--- src/verilog/pulse_acc_pkg.sv ---
// Shared constants for the pulse accumulator control block.
package pulse_acc_pkg;

    // ****************************************************
    // Register indices; byte address is four times these.
    // ****************************************************
    localparam logic [13:0] MASK_TWO_IDX = 14'h1024;
    localparam logic [13:0] FLAG_TWO_IDX = 14'h1025;
    localparam logic [13:0] CONTROL_IDX  = 14'h1026;
    localparam logic [13:0] COUNT_IDX    = 14'h1027;

    // ****************************************************
    // Control register fields.
    // ****************************************************
    localparam int ENABLE_BIT = 6;
    localparam int MODE_BIT   = 5;
    localparam int EDGE_BIT   = 4;
    localparam int CCSEL_BIT  = 2;
    localparam int RATE_LSB   = 0;
    localparam logic [7:0] CONTROL_MASK  = 8'h77;
    localparam logic [7:0] CONTROL_RESET = 8'h00;

    // ****************************************************
    // Mask and flag register fields.
    // ****************************************************
    localparam int PERIODIC_BIT = 6;
    localparam int OVERFLOW_BIT = 5;
    localparam int EDGE_FLAG_BIT = 4;
    localparam logic [7:0] MASK_RESET = 8'h00;
    localparam logic [7:0] FLAG_RESET = 8'h00;

    // ****************************************************
    // Timing counts in clock cycles.
    // ****************************************************
    localparam int GATE_DIV          = 64;
    localparam int PERIODIC_BASE_DIV = 8192;

endpackage

--- src/verilog/pulse_accumulator_control.sv ---
// Pulse accumulator, its control register and periodic tick.
//
// Behaviour
// RULE1: control bits 7 and 3 read zero
// RULE2: enable bit zero stops, one runs
// RULE3: mode bit: zero events, one gated
// RULE4: events, edge zero: falling edges count
// RULE5: events, edge one: rising edges count
// RULE6: gated, edge zero: low inhibits counting
// RULE7: gated, edge one: high inhibits counting
// RULE8: gated mode steps on clock/64 ticks
// RULE9: external events no faster than clock/2; the filter needs levels of two clocks, so counts clock/4 at most
// RULE10: counter is eight bits wide
// RULE11: select bit: zero compare five, one capture
// RULE12: periodic tick from clock/8192 base
// RULE13: rate doubles period per step
// RULE14: counter accessible always, reset leaves it
// RULE15: counter readable while gate inactive
// RULE16: increments and reads never collide
// RULE17: overflow flag on wrap, write-one clears
// RULE18: overflow enable raises request, flag untouched
// RULE19: edge flag on selected edge, write-one
// RULE20: edge enable raises request, flag untouched
// RULE21: software clears flag before returning
// RULE22: writing zero leaves flags unchanged
// RULE23: counter keeps counting after wrap
//
// The implementer's own choice: register access over Wishbone.
`timescale 1ns/1ps
module pulse_accumulator_control #(
    parameter int PERIODIC_BASE = pulse_acc_pkg::PERIODIC_BASE_DIV,
    parameter int GATE_DIVIDE   = pulse_acc_pkg::GATE_DIV
) (
    input  wire logic        clk_i,
    input  wire logic        rst_i,
    input  wire logic        cyc_i,
    input  wire logic        stb_i,
    input  wire logic        we_i,
    input  wire logic [15:0] adr_i,
    input  wire logic [3:0]  sel_i,
    input  wire logic [31:0] dat_i,
    output logic      [31:0] dat_o,
    output logic             ack_o,
    input  wire logic        accumulator_input_i,
    output logic             overflow_irq_o,
    output logic             edge_irq_o,
    output logic             periodic_irq_o,
    output logic             compare_five_en_o,
    output logic             capture_four_en_o
);

    // ****************************************************
    // Elaboration checks.
    // ****************************************************
    // Larger settings would overrun the 16-bit and 8-bit dividers.
    if (PERIODIC_BASE < 2 || PERIODIC_BASE * 8 > 65536) begin : g_bad_base
        $error("PERIODIC_BASE out of range");
    end
    if (GATE_DIVIDE < 2 || GATE_DIVIDE > 256) begin : g_bad_gate
        $error("GATE_DIVIDE out of range");
    end

    // ****************************************************
    // Declarations.
    // ****************************************************
    logic [7:0]  accumulator_control;
    logic [7:0]  accumulator_count;
    logic [7:0]  timer_mask_two;
    logic [7:0]  timer_flag_two;
    logic        overflow_flag;
    logic        edge_flag;
    logic        periodic_flag;
    logic [7:0]  gate_cnt;
    logic        gate_tick;
    logic [15:0] periodic_cnt;
    logic [15:0] periodic_last;
    logic        periodic_tick;
    logic        in_level;
    logic        in_rise;
    logic        in_fall;
    logic        sel_edge;
    logic        count_step;
    logic        overflow_set;
    logic        edge_set;
    logic        access;
    logic        wr_strobe;
    logic        wr_count;
    logic        wr_flag;
    logic [7:0]  wdata;
    logic [7:0]  next_read;

    // ****************************************************
    // Address decode.
    // ****************************************************
    function automatic logic hit(input logic [15:0] adr,
                                 input logic [13:0] idx);
        hit = (adr[15:2] == idx);
    endfunction

    assign access    = cyc_i && stb_i;
    // Writes land on the edge where the master samples ack.
    assign wr_strobe = access && we_i && ack_o && sel_i[0];
    assign wdata     = dat_i[7:0];
    assign wr_count  = wr_strobe
                       && hit(adr_i, pulse_acc_pkg::COUNT_IDX);
    assign wr_flag   = wr_strobe
                       && hit(adr_i, pulse_acc_pkg::FLAG_TWO_IDX);

    // ****************************************************
    // Input synchroniser.
    // ****************************************************
    input_sync u_sync (
        .clk_i   (clk_i),
        .rst_i   (rst_i),
        .pin_i   (accumulator_input_i),
        .level_o (in_level),
        .rise_o  (in_rise),
        .fall_o  (in_fall)
    );

    // Edges closer than two clocks apart are both dropped by the filter.
    // RULE9

    // ****************************************************
    // Gate divider, free running.
    // ****************************************************
    // Running free, the first step after the gate opens may come early.
    always_ff @(posedge clk_i) begin
        if (rst_i) begin
            gate_cnt  <= 8'h00;
            gate_tick <= 1'b0;
        end else begin
            gate_tick <= (gate_cnt == 8'(GATE_DIVIDE - 1)); // RULE8
            if (gate_cnt == 8'(GATE_DIVIDE - 1)) begin
                gate_cnt <= 8'h00;
            end else begin
                gate_cnt <= gate_cnt + 8'h01;
            end
        end
    end

    // ****************************************************
    // Periodic divider.
    // ****************************************************
    // The period runs from the last timeout, never from a flag clear.
    assign periodic_last = 16'((PERIODIC_BASE
        << accumulator_control[pulse_acc_pkg::RATE_LSB +: 2]) - 1);
    // RULE13

    always_ff @(posedge clk_i) begin
        if (rst_i) begin
            periodic_cnt  <= 16'h0000;
            periodic_tick <= 1'b0;
        end else begin
            periodic_tick <= (periodic_cnt >= periodic_last); // RULE12
            if (periodic_cnt >= periodic_last) begin
                periodic_cnt <= 16'h0000;
            end else begin
                periodic_cnt <= periodic_cnt + 16'h0001;
            end
        end
    end

    // ****************************************************
    // Counting decision.
    // ****************************************************
    always_comb begin
        sel_edge = accumulator_control[pulse_acc_pkg::EDGE_BIT]
                   ? in_rise                            // RULE5
                   : in_fall;                           // RULE4
        count_step = 1'b0;
        if (accumulator_control[pulse_acc_pkg::ENABLE_BIT]) begin // RULE2
            if (!accumulator_control[pulse_acc_pkg::MODE_BIT]) begin // RULE3
                count_step = sel_edge;
            end else begin
                // Edge bit names the inhibiting level.
                count_step = gate_tick && (in_level
                    ^ accumulator_control[pulse_acc_pkg::EDGE_BIT]);
                // RULE6 RULE7 RULE8
            end
        end
    end

    assign overflow_set = count_step && !wr_count
                          && (accumulator_count == 8'hff); // RULE17
    assign edge_set = sel_edge
        && accumulator_control[pulse_acc_pkg::ENABLE_BIT]; // RULE19

    // ****************************************************
    // Accumulator counter.
    // ****************************************************
    // No reset here: the count survives a reset untouched.
    // A software write in the same cycle wins over a step, so the
    // step and the bus access never act on the same value.
    always_ff @(posedge clk_i) begin // RULE14
        if (wr_count) begin
            accumulator_count <= wdata;
        end else if (count_step) begin // RULE16
            accumulator_count <= accumulator_count + 8'h01; // RULE10 RULE23
        end
    end

    // ****************************************************
    // Control register.
    // ****************************************************
    always_ff @(posedge clk_i) begin
        if (rst_i) begin
            accumulator_control <= pulse_acc_pkg::CONTROL_RESET;
        end else if (wr_strobe
                     && hit(adr_i, pulse_acc_pkg::CONTROL_IDX)) begin
            accumulator_control <= wdata
                                   & pulse_acc_pkg::CONTROL_MASK; // RULE1
        end
    end

    // ****************************************************
    // Interrupt enable register.
    // ****************************************************
    always_ff @(posedge clk_i) begin
        if (rst_i) begin
            timer_mask_two <= pulse_acc_pkg::MASK_RESET;
        end else if (wr_strobe
                     && hit(adr_i, pulse_acc_pkg::MASK_TWO_IDX)) begin
            timer_mask_two <= 8'h00;
            timer_mask_two[pulse_acc_pkg::PERIODIC_BIT] <=
                wdata[pulse_acc_pkg::PERIODIC_BIT];
            timer_mask_two[pulse_acc_pkg::OVERFLOW_BIT] <=
                wdata[pulse_acc_pkg::OVERFLOW_BIT];
            timer_mask_two[pulse_acc_pkg::EDGE_FLAG_BIT] <=
                wdata[pulse_acc_pkg::EDGE_FLAG_BIT];
        end
    end

    // ****************************************************
    // Flag register.
    // ****************************************************
    // A set arriving with a clear wins, so no event is lost.
    always_ff @(posedge clk_i) begin
        if (rst_i) begin
            overflow_flag <=
                pulse_acc_pkg::FLAG_RESET[pulse_acc_pkg::OVERFLOW_BIT];
        end else if (overflow_set) begin
            overflow_flag <= 1'b1; // RULE17
        end else if (wr_flag
                     && wdata[pulse_acc_pkg::OVERFLOW_BIT]) begin
            overflow_flag <= 1'b0; // RULE17 RULE22
        end
    end

    always_ff @(posedge clk_i) begin
        if (rst_i) begin
            edge_flag <=
                pulse_acc_pkg::FLAG_RESET[pulse_acc_pkg::EDGE_FLAG_BIT];
        end else if (edge_set) begin
            edge_flag <= 1'b1; // RULE19
        end else if (wr_flag
                     && wdata[pulse_acc_pkg::EDGE_FLAG_BIT]) begin
            edge_flag <= 1'b0; // RULE19 RULE22
        end
    end

    always_ff @(posedge clk_i) begin
        if (rst_i) begin
            periodic_flag <=
                pulse_acc_pkg::FLAG_RESET[pulse_acc_pkg::PERIODIC_BIT];
        end else if (periodic_tick) begin
            periodic_flag <= 1'b1; // RULE12
        end else if (wr_flag
                     && wdata[pulse_acc_pkg::PERIODIC_BIT]) begin
            periodic_flag <= 1'b0; // RULE22
        end
    end

    // Unimplemented positions read zero.
    always_comb begin
        timer_flag_two = 8'h00;
        timer_flag_two[pulse_acc_pkg::PERIODIC_BIT]  = periodic_flag;
        timer_flag_two[pulse_acc_pkg::OVERFLOW_BIT]  = overflow_flag;
        timer_flag_two[pulse_acc_pkg::EDGE_FLAG_BIT] = edge_flag;
    end

    // ****************************************************
    // Requests and function selects.
    // ****************************************************
    // Requests stay high until software clears the flag or its enable bit.
    // RULE21
    always_ff @(posedge clk_i) begin
        if (rst_i) begin
            overflow_irq_o    <= 1'b0;
            edge_irq_o        <= 1'b0;
            periodic_irq_o    <= 1'b0;
        end else begin
            overflow_irq_o <=
                timer_flag_two[pulse_acc_pkg::OVERFLOW_BIT]
                && timer_mask_two[pulse_acc_pkg::OVERFLOW_BIT]; // RULE18
            edge_irq_o <=
                timer_flag_two[pulse_acc_pkg::EDGE_FLAG_BIT]
                && timer_mask_two[pulse_acc_pkg::EDGE_FLAG_BIT]; // RULE20
            periodic_irq_o <=
                timer_flag_two[pulse_acc_pkg::PERIODIC_BIT]
                && timer_mask_two[pulse_acc_pkg::PERIODIC_BIT];
        end
    end

    // The two functions share one pin, so exactly one is enabled.
    always_ff @(posedge clk_i) begin
        if (rst_i) begin
            compare_five_en_o <= 1'b1;
            capture_four_en_o <= 1'b0;
        end else begin
            compare_five_en_o <=
                !accumulator_control[pulse_acc_pkg::CCSEL_BIT]; // RULE11
            capture_four_en_o <=
                accumulator_control[pulse_acc_pkg::CCSEL_BIT]; // RULE11
        end
    end

    // ****************************************************
    // Read multiplexer.
    // ****************************************************
    always_comb begin
        next_read = 8'h00;
        if (hit(adr_i, pulse_acc_pkg::CONTROL_IDX)) begin
            next_read = accumulator_control; // RULE1
        end else if (hit(adr_i, pulse_acc_pkg::COUNT_IDX)) begin
            next_read = accumulator_count; // RULE15
        end else if (hit(adr_i, pulse_acc_pkg::MASK_TWO_IDX)) begin
            next_read = timer_mask_two;
        end else if (hit(adr_i, pulse_acc_pkg::FLAG_TWO_IDX)) begin
            next_read = timer_flag_two;
        end
    end

    // ****************************************************
    // Bus answer.
    // ****************************************************
    // Unmapped addresses are acknowledged and read as zero.
    // Ack is registered, so every access costs one wait state.
    always_ff @(posedge clk_i) begin
        if (rst_i) begin
            ack_o <= 1'b0;
            dat_o <= 32'h00000000;
        end else begin
            ack_o <= access && !ack_o;
            if (access && !ack_o) begin
                dat_o <= {24'h000000, next_read};
            end
        end
    end

endmodule // pulse_accumulator_control

--- src/verilog/input_sync.sv ---
// Three stage input synchroniser with stable level and edge pulses.
`timescale 1ns/1ps
module input_sync (
    input  wire logic clk_i,
    input  wire logic rst_i,
    input  wire logic pin_i,
    output logic      level_o,
    output logic      rise_o,
    output logic      fall_o
);

    logic       s1;
    logic       s2;
    logic       s3;
    logic [2:0] fill;
    logic       loaded;

    // ****************************************************
    // Synchroniser chain.
    // ****************************************************
    always_ff @(posedge clk_i) begin
        if (rst_i) begin
            s1 <= 1'b0;
            s2 <= 1'b0;
            s3 <= 1'b0;
        end else begin
            s1 <= pin_i;
            s2 <= s1;
            s3 <= s2;
        end
    end

    // ****************************************************
    // Accepted level and edges.
    // ****************************************************
    // A change is accepted only when the last two stages agree.
    // The level is first loaded once the chain holds real samples, so a
    // pin that idles high shows no false edge after reset.
    always_ff @(posedge clk_i) begin
        if (rst_i) begin
            fill <= 3'h0;
        end else begin
            fill <= {fill[1:0], 1'b1};
        end
    end

    always_ff @(posedge clk_i) begin
        if (rst_i) begin
            level_o <= 1'b0;
            loaded  <= 1'b0;
            rise_o  <= 1'b0;
            fall_o  <= 1'b0;
        end else begin
            rise_o <= loaded && (s2 == s3) && s3 && !level_o;
            fall_o <= loaded && (s2 == s3) && !s3 && level_o;
            if (fill[2] && (s2 == s3)) begin
                level_o <= s3;
                loaded  <= 1'b1;
            end
        end
    end

endmodule // input_sync

--- config.mk ---
export PLATFORM = sky130hd
export DESIGN_NAME = pulse_accumulator_control
export DESIGN_NICKNAME = d
export VERILOG_FILES = /design/src/verilog/pulse_acc_pkg.sv /design/src/verilog/pulse_accumulator_control.sv /design/src/verilog/input_sync.sv
export SDC_FILE = /design/constraint.sdc
export NUM_CORES = 1
export LEC_CHECK = 0
export BUFFER_PORTS_ARGS = -buffer_cell sky130_fd_sc_hd__buf_2
export CORE_MARGIN = 3
export CORE_UTILIZATION = 55
export CTS_CLUSTER_SIZE = 10
export DETAILED_ROUTE_END_ITERATION = 10
export HOLD_SLACK_MARGIN = 0.05
export PLACE_DENSITY = 0.93
export SLEW_MARGIN = 5
export SYNTH_ARGS = -nofsm -noshare
export SYNTH_HDL_FRONTEND = slang
export SYNTH_HIERARCHICAL = 1
export SYNTH_SLANG_ARGS = --single-unit
--- constraint.sdc ---
create_clock -name clk_i -period 4.6 [get_ports clk_i]
set_clock_uncertainty 0.05 [all_clocks]
set_input_delay 0.46 -clock clk_i [delete_from_list [all_inputs] [get_ports clk_i]]
set_output_delay 0.46 -clock clk_i [all_outputs]
set_load 0.02 [all_outputs]
==> results.json, run 1 <==
{
  "crit_fanout": 12,
  "synth-edff-count": 8,
  "fin_crit_ps": 2654,
  "critPathKind": "in2reg",
  "clkLatencyLatePin_ps": 340,
  "hp-class": "in2reg",
  "die_w_um": 83.85,
  "ioPinCount": 96,
  "yosysMostFrequentCell": "dfxtp_1",
  "clockRootBuffer": "clkbuf_8",
  "antenna_found_initial": 0,
  "regArea_um2": 1481,
  "synthFlopType": "dfxtp_1",
  "synth_cells": 360,
  "grt_overflow": 0,
  "finalWirelength_um": 6874,
  "p_leak_nw": 1.392,
  "insertedDiodeCount": 0,
  "cellPowerDensity_nw_per_um2": 324.2,
  "yosys-top-cells-count": "dfxtp_1 (62), nor2_1 (38), buf_4 (25)",
  "track_usage_pct": 19.72,
  "core.rowCount": 27,
  "drtIter0Drc": 202,
  "initial_utilization_pct": 58.73,
  "drc": 0,
  "cts_buffer_depth": 2,
  "crit_chain": "buf_2, nor4b_1, nand3_1, buf_4, or2_1, nand2_1",
  "grt_pass1_vias": 2614,
  "synth_area_per_cell_um2": 9.259,
  "r2r-start": "periodic_cnt[0]$_SDFF_PP0_",
  "tritoncts.num_buffers": 9,
  "worst_pin_slew_ps": 1125,
  "setup_viol": 0,
  "start_kind": "input port",
  "ys_ff_latch": 70,
  "cts_hold_buf": 0,
  "num_vias": 2671,
  "die_area_um2": 7031,
  "report.power.total_mw": 1.192,
  "syn_to_final_growth_pct": 10.29,
  "grt_max_degree": 43,
  "final_nets": 463,
  "yosysWarnings": 6,
  "multi_input_area_um2": 1649,
  "core_area_um2": 5675,
  "h-tree-depth": 3,
  "drive_above_1_share_pct": 18.81,
  "synthTopCellsByArea": "dfxtp_1 (37%), edfxtp_1 (7.2%), buf_4 (5.6%)",
  "synth_top_cell_by_area": "dfxtp_1",
  "dr.pass1.iters": 6,
  "post_cts_resize_count": 0,
  "cts_tree": "yes",
  "critical_path.startpoint": "adr_i[11]",
  "nFillCells": 455,
  "endpoint_kind": "flip-flop",
  "postCtsSetupRepairBufs": 0,
  "routedWlPerCell_um": 14.44,
  "synth_top_area_share_pct": 37.24,
  "maxCapViolCount": 0,
  "ys_seq_area_share_pct": 44.44,
  "numClockSinks": 70,
  "die_h_um": 83.85,
  "status": "completed",
  "setup_tns_ps": 0,
  "cpMaxStageDelayCell": "nor4b_1",
  "synth_area_um2": 3333,
  "slew_headroom_pct": 23.96,
  "critPathRequiredTime_ps": 4560,
  "io_buffers": 42,
  "dp_hpwl_um": 4848,
  "hp-start": "accumulator_input_i",
  "fin_crit_sh_pct": 57.69,
  "ir_drop_uv": 166.1,
  "rsz0062_at_grt": "no",
  "grt_pass1_wl_um": 11260,
  "hold_viol_final": 0,
  "clkSlewWorstSetupHoldPaths_ps": 60,
  "synthArstFlopShare_pct": 0,
  "slew_viol_final": 0,
  "gp_congestion": 0.8907,
  "slowest_delay_ps": 950,
  "ys_types": 53,
  "ant_nets": 0,
  "arrival_ps": 2610,
  "max_clock_freq_mhz": 376.8,
  "viasPerCell": 5.611
}
-- cell type report --
| cell class | count | area share (%) |
|---|---|---|
| flip-flops and latches | 70 | 40.30 |
| multi-input cells | 265 | 44.86 |
| clock buffers | 12 | 4.221 |
| well taps | 72 | 2.451 |
| repair buffers | 43 | 5.922 |
| clock inverters | 4 | 1.225 |
| inverters | 10 | 1.021 |
-- state kept, by name, indices dropped and copies added, names as in the netlist, 3 cells and up --
signal / count
periodic_cnt: 16
accumulator_count: 8
dat_o: 8
gate_cnt: 8
accumulator_control: 6
timer_mask_two: 3
u_sync/fill: 3
-- cells in the final DEF (no fill, tap or decap), types with 11 or more instances in the layout --
cell / netlist / routed
dfxtp_1: 62 / 62
buf_2: 0 / 42
nor2_1: 38 / 38
nand2_1: 24 / 24
conb_1: 1 / 24
a21oi_1: 21 / 21
nand3_1: 17 / 17
xnor2_1: 16 / 16
nand4_1: 13 / 13
o21ai_0: 13 / 13
nor3_1: 11 / 11
nor2b_1: 11 / 11
clkbuf_8: 0 / 11
-- per-layer routing --
| metal | wire length [um] | vias to the layer above | track usage, % |
|---|---|---|---|
| li1 | - | 1308 | - |
| met1 | 2794 | 1242 | 21.90 |
| met2 | 3442 | 102 | 34.20 |
| met3 | 469 | 19 | 4.837 |
| met4 | 167 | 0 | 11.11 |
| met5 | 0 | - | 0 |
-- stage by stage --
step	hold slack [ps]	util, %	area, um^2	worst slack [ps]	std cells
floorplan	363.8	-	3420	1984	383
global placement	365.6	61.24	3476	1699	460
detailed placement	372.0	61.24	3476	1638	460
CTS	265.3	64.77	3676	2006	476
global route	292.8	64.77	3676	1796	476
finish	284.2	64.77	3676	1946	476
-- critical path, delay by kind of cell --
family	cells	cell delay [ps]
buffers and inverters	2	320
AND/OR/NAND/NOR	4	1820
-- final timing paths --
kind,slack [ps],end,depth (start not counted)
worst max register to register,2200,periodic_cnt[15]$_SDFF_PP0_,5
worst min register to register,380,u_sync/s2$_SDFF_PP0_,1
worst min-delay path,280,u_sync/s1$_SDFF_PP0_,2
worst max-delay path,1950,accumulator_count[7]$_DFFE_PP_,6
-- cell families after synthesis --
| group | count (synthesis) | synth area share [%] |
|---|---|---|
| buffers and inverters | 48 | 8.671 |
| adders and majority gates | 6 | 2.252 |
| other | 1 | 0.1125 |
| xor gates and xnor gates | 24 | 6.306 |
| AOI/OAI and AO/OA | 54 | 10.25 |
| DFF | 70 | 44.44 |
| and+or+nand+nor | 148 | 23.57 |
| muxes | 9 | 4.392 |
-- power breakdown --
part / internal [mW] / switching (mW) / leakage, nW
Combinational: 0.0227 / 0.0462 / 0.733
Clock: 0.277 / 0.216 / 0.106
Sequential: 0.623 / 0.00608 / 0.553
Total: 0.923 / 0.269 / 1.39
(Power assumes the default switching activity.)
==> run 2: changes to the inputs <==
- ABC_AREA: not set -> 1
- CORE_UTILIZATION: 55 -> 52
- PLACE_DENSITY: 0.93 -> 0.89
- clock period: 4.6 -> 2.45 ns (I/O delays scaled with it)
==> results.json, run 2 <==
{
  "clkSlewWorstSetupHoldPaths_ps": 70,
  "fin_crit_ps": 2029,
  "die_area_um2": 7309,
  "final_area_um2": 3670,
  "ir_drop_uv": 518.6,
  "endpoint_kind": "flip-flop",
  "synthTopCellsByArea": "dfxtp_1 (38%), nand2_1 (8.5%), edfxtp_1 (7.3%)",
  "core.rowCount": 28,
  "setup_ws_ps": 420.8,
  "drtIter0Drc": 154,
  "ys_types": 34,
  "cpMaxStageDelayCell": "dfxtp_1",
  "num_vias": 2818,
  "arrival_ps": 2240,
  "maxCapViolCount": 0,
  "crit_fanout": 16,
  "grt_overflow": 0,
  "dp_hpwl_um": 4774,
  "p_leak_nw": 1.636,
  "start_kind": "flip-flop",
  "tritoncts.num_buffers": 9,
  "routedWlPerCell_um": 11.62,
  "setup_viol": 0,
  "rsz0062_at_grt": "no",
  "dpl.cell_count": 539,
  "h-tree-depth": 3,
  "top_register": "periodic_cnt",
  "grt_pass1_wl_um": 11320,
  "hp-class": "in2reg",
  "instances_no_fill": 556,
  "ys_seq_area_share_pct": 45.09,
  "initial_utilization_pct": 54.53,
  "post_cts_resize_count": 0,
  "gp_congestion": 0.8682,
  "yosysMostFrequentCell": "nand2_1",
  "cellPowerDensity_nw_per_um2": 602.4,
  "status": "completed",
  "antenna_found_initial": 0,
  "report.power.total_mw": 2.211,
  "layout_commonest_cell": "nand2_1",
  "yosysWarnings": 6,
  "die_w_um": 85.49,
  "slowest_delay_ps": 400,
  "ys_ff_latch": 70,
  "synth_cells": 429,
  "cts_tree": "yes",
  "r2r_cells": 7,
  "final_nets": 540,
  "finalWirelength_um": 6458,
  "synthArstFlopShare_pct": 0,
  "insertedDiodeCount": 0,
  "synth_top_cell_by_area": "dfxtp_1",
  "drc": 0,
  "numClockSinks": 70,
  "core_area_um2": 6026,
  "grt_max_degree": 27,
  "setup_tns_ps": 0,
  "largest_register_ffs": 16,
  "synth_top_area_share_pct": 37.78,
  "drive_above_1_share_pct": 14.97,
  "io_buffers": 42,
  "synthFlopType": "dfxtp_1",
  "crit_chain": "nand2_1, ha_1, nand2_1, inv_1, a221oi_1, nand3_2, nor3_1",
  "ant_nets": 0,
  "critPathRequiredTime_ps": 2660,
  "synth_area_um2": 3286,
  "yosys-top-cells-count": "nand2_1 (74), dfxtp_1 (62), nor2_1 (59)",
  "clkLatencyLatePin_ps": 340,
  "grt_pass1_vias": 2706,
  "critPathKind": "reg2reg",
  "ioPinCount": 96,
  "placed_area_um2": 3465,
  "max_clock_freq_mhz": 492.8,
  "hold_depth": 3,
  "cts_buffer_depth": 2,
  "crit_top_cell": "nand2_1",
  "fin_crit_sh_pct": 82.82,
  "syn_to_final_growth_pct": 11.69,
  "slew_viol_final": 0,
  "track_usage_pct": 19.05,
  "synth-edff-count": 8,
  "synth_area_per_cell_um2": 7.659,
  "viasPerCell": 5.068,
  "clockRootBuffer": "clkbuf_8",
  "layout_common_cells": "nand2_1 (74), dfxtp_1 (62), nor2_1 (59), inv_1 (52), buf_2 (42)",
  "die_h_um": 85.49,
  "hold_viol_final": 0,
  "place_worst_setup_slack_ps": 413.6,
  "dr.pass1.iters": 4
}
[run 2: cell types whose count changed in the layout (fill, tap and decap cells not counted), moves of 11 or more]
cell / change
nand2_1: +50
nor2_1: +21
nor2b_1: -11
nand3_1: +24
xnor2_1: -14
inv_1: +42
[run 2: through the flow]
step	utilization [%]	hold slack (ps)
final	60.90	102.5
after global routing	60.90	100.3
after CTS	60.90	90.35
after detailed placement	57.50	345.9
after global placement	57.50	340.9
after floorplan	-	302.0
[run 2: what timing repair did]
action,in CTS,in global routing
buffers inserted,0,0
hold buffers,1,0
hold endpoints to repair,1,0
[run 2: path summary, 6_finish.rpt]
kind / start / end / slack, ps
worst min register to register: u_sync/fill[0]$_DFF_P_ / u_sync/fill[1]$_SDFF_PP0_ / 360
worst min-delay path: dat_i[2] / accumulator_control[2]$_SDFFE_PP0P_ / 100
worst max register to register: accumulator_control[1]$_SDFFE_PP0P_ / periodic_cnt[2]$_SDFF_PP0_ / 420
worst max-delay path: accumulator_control[1]$_SDFFE_PP0P_ / periodic_cnt[2]$_SDFF_PP0_ / 420
[run 2: cell families (layout without fill, tap and decap cells)]
family                   Yosys count  in the layout  share of synthesized area (%)
buffers and inverters             86            115                          13.18
flip-flops                        70             70                          45.09
adder cells (fa/ha/maj)            6              6                          2.285
AND/OR/NAND/NOR                  205            205                          27.88
AO/OA/AOI/OAI                     46             46                          7.464
XOR/XNOR                          15             15                          3.999
other                              1             24                         0.1141
[run 2: final cells by class]
cell class | count | area [um^2]
Clock buffer | 13 | 180.2
Clock inverter | 3 | 15.01
Fill cell | 544 | 2356
Inverter | 53 | 198.9
Multi-Input combinational cell | 296 | 1458
Sequential cell | 70 | 1481
Tap cell | 75 | 93.84
Timing Repair Buffer | 46 | 242.7
[run 2: power breakdown]
part / leakage [nW] / total [mW] / switching [mW] / internal (mW)
Clock: 0.104 / 0.890 / 0.411 / 0.480
Combinational: 0.978 / 0.134 / 0.0954 / 0.0389
Sequential: 0.553 / 1.19 / 0.0123 / 1.17
[run 2: per-layer routing]
layer	global-route usage (%)	vias up	wire length [um]
li1	-	1420	-
met5	0	-	0
met4	8.201	0	121
met2	33.90	116	3264
met3	6.436	18	558
met1	20.49	1264	2513
[run 2: worst max-delay path, delay by kind of cell, from the launching register on]
family	cells	cell delay, ps
simple gates	4	780
flops	1	400
compound gates	1	390
fa+ha+maj	1	290
buf+inv	1	40
==> run 3: changes to the inputs <==
- clock period: 2.45 -> 2.1 ns (I/O delays scaled with it)
==> results.json, run 3 (same netlist as run 2, synthesis figures left out) <==
{
  "clkLatencyLatePin_ps": 340,
  "setup_viol": 0,
  "clkSlewWorstSetupHoldPaths_ps": 70,
  "largest_register_ffs": 16,
  "core_area_um2": 6026,
  "viasPerCell": 5.120,
  "ioPinCount": 96,
  "rsz0062_at_grt": "no",
  "use_met1_pct": 19.39,
  "clockRootBuffer": "clkbuf_8",
  "finalWirelength_um": 6661,
  "max_clock_freq_mhz": 543.5,
  "r2r-start": "accumulator_control[1]$_SDFFE_PP0P_",
  "status": "completed",
  "grtUsageMet2_pct": 33.55,
  "ant_nets": 0,
  "reg2reg_to": "periodic_cnt[5]$_SDFF_PP0_",
  "ir_drop_uv": 520.5,
  "arrival_ps": 2050,
  "fin_hold_ws_ps": 90.93,
  "grt-busiest-layer": "met2",
  "dp_hpwl_um": 4929,
  "cts_tree": "yes",
  "gp_congestion": 0.8542,
  "hold_end": "timer_mask_two[4]$_SDFFE_PP0P_",
  "crit_fanout": 16,
  "grt_overflow": 0,
  "r2r_cells": 8,
  "num_vias": 2857,
  "start_kind": "flip-flop",
  "hp-class": "in2reg",
  "die_h_um": 85.49,
  "cellPowerDensity_nw_per_um2": 708.5,
  "hold_viol_final": 0,
  "drc": 0,
  "setup_tns_ps": 0,
  "rrSetupSlack_ps": 260,
  "postCtsSetupRepairBufs": 0,
  "critPathRequiredTime_ps": 2310,
  "insertedDiodeCount": 0,
  "tritoncts.num_buffers": 9,
  "use_met3_pct": 7.109,
  "grt_pass1_vias": 2681,
  "grt_max_degree": 26,
  "core.rowCount": 28,
  "initial_utilization_pct": 54.53,
  "final_nets": 542,
  "top_register": "periodic_cnt",
  "critical_path.startpoint": "accumulator_control[1]$_SDFFE_PP0P_",
  "routedWlPerCell_um": 11.94,
  "io_buffers": 42,
  "slew_viol_final": 0,
  "nFillCells": 517,
  "drtIter0Drc": 219,
  "grt_pass1_wl_um": 10940,
  "fin_crit_sh_pct": 87.62,
  "h-tree-depth": 3,
  "drive_above_1_share_pct": 15.32,
  "hp-start": "dat_i[4]",
  "track_usage_pct": 18.70,
  "syn_to_final_growth_pct": 12.64,
  "critPathKind": "reg2reg",
  "fin_crit_ps": 1840,
  "p_leak_nw": 1.650,
  "hold_depth": 3,
  "layout_commonest_cell": "nand2_1",
  "cts_buffer_depth": 2,
  "antenna_found_initial": 0,
  "numClockSinks": 70,
  "die_area_um2": 7309,
  "layout_common_cells": "nand2_1 (74), dfxtp_1 (62), nor2_1 (59), inv_1 (52), buf_2 (42)",
  "dr.pass1.iters": 4,
  "maxCapViolCount": 0,
  "die_w_um": 85.49,
  "endpoint_kind": "flip-flop"
}
[run 3: changes by cell type in the layout (fill, tap and decap cells not counted)]
cell | previous run | this run
buf_4 | 3 | 5
a221oi_1 | 1 | 0
a221oi_2 | 0 | 1
clkbuf_1 | 1 | 2
clkbuf_16 | 1 | 2
clkbuf_8 | 11 | 10
clkinv_2 | 3 | 2
[run 3: worst max-delay path by stage]
stage                                  end  slack (ps)
5_1_grt         periodic_cnt[5]$_SDFF_PP0_         100
2_1_floorplan  periodic_cnt[11]$_SDFF_PP0_         410
6_report        periodic_cnt[5]$_SDFF_PP0_         260
3_5_place_dp    periodic_cnt[5]$_SDFF_PP0_         200
4_1_cts         periodic_cnt[5]$_SDFF_PP0_         180
3_3_place_gp    periodic_cnt[5]$_SDFF_PP0_         340
[run 3: per-stage QoR]
| stage | instances | utilization [%] | area [um^2] | worst slack, ps | total power, mW |
|---|---|---|---|---|---|
| 3_5_place_dp | 541 | 57.75 | 3480 | 202.3 | 1.571 |
| 6_report | 558 | 61.42 | 3701 | 260.0 | 2.622 |
| 3_3_place_gp | 541 | 57.75 | 3480 | 343.3 | 1.565 |
| 2_1_floorplan | 452 | - | 3372 | 406.1 | 1.553 |
| 4_1_cts | 558 | 61.32 | 3695 | 176.9 | 2.646 |
| 5_1_grt | 558 | 61.42 | 3701 | 100.8 | 2.733 |
[run 3: area by class of cell]
class | count | area, um^2 | share of cell area (%)
sequential | 70 | 1481 | 40.03
tap | 75 | 93.84 | 2.535
inverter | 53 | 198.9 | 5.375
multi-input combinational | 296 | 1464 | 39.55
clock inverter | 2 | 10.01 | 0.2705
clock buffer | 14 | 195.2 | 5.274
timing repair buffer | 48 | 257.7 | 6.964
[run 3: report_power, final]
part	total (mW)	internal (mW)	switching [mW]
Clock	1.08	0.602	0.477
Combinational	0.160	0.0480	0.112
Sequential	1.38	1.37	0.0143
[run 3: per-layer routing]
layer	up-vias	part of all wire [%]
met5	-	0
met4	0	2.4
met3	22	7.5
met2	107	51
met1	1300	39
li1	1428	-
[run 3: what timing repair did]
item	4_1_cts	5_1_grt
endpoints found under the setup margin	0	1
hold buffers	1	0
resized for setup	0	1
endpoints found under the hold margin	1	0
[run 3: worst max-delay path, cell delays in order (launching register included)]
cell	delay (ps)
dfxtp_1	400
nand2_1	90
ha_1	310
nand2_1	110
inv_1	60
a221oi_2	310
nand3_2	110
buf_4	210
nor3_1	130
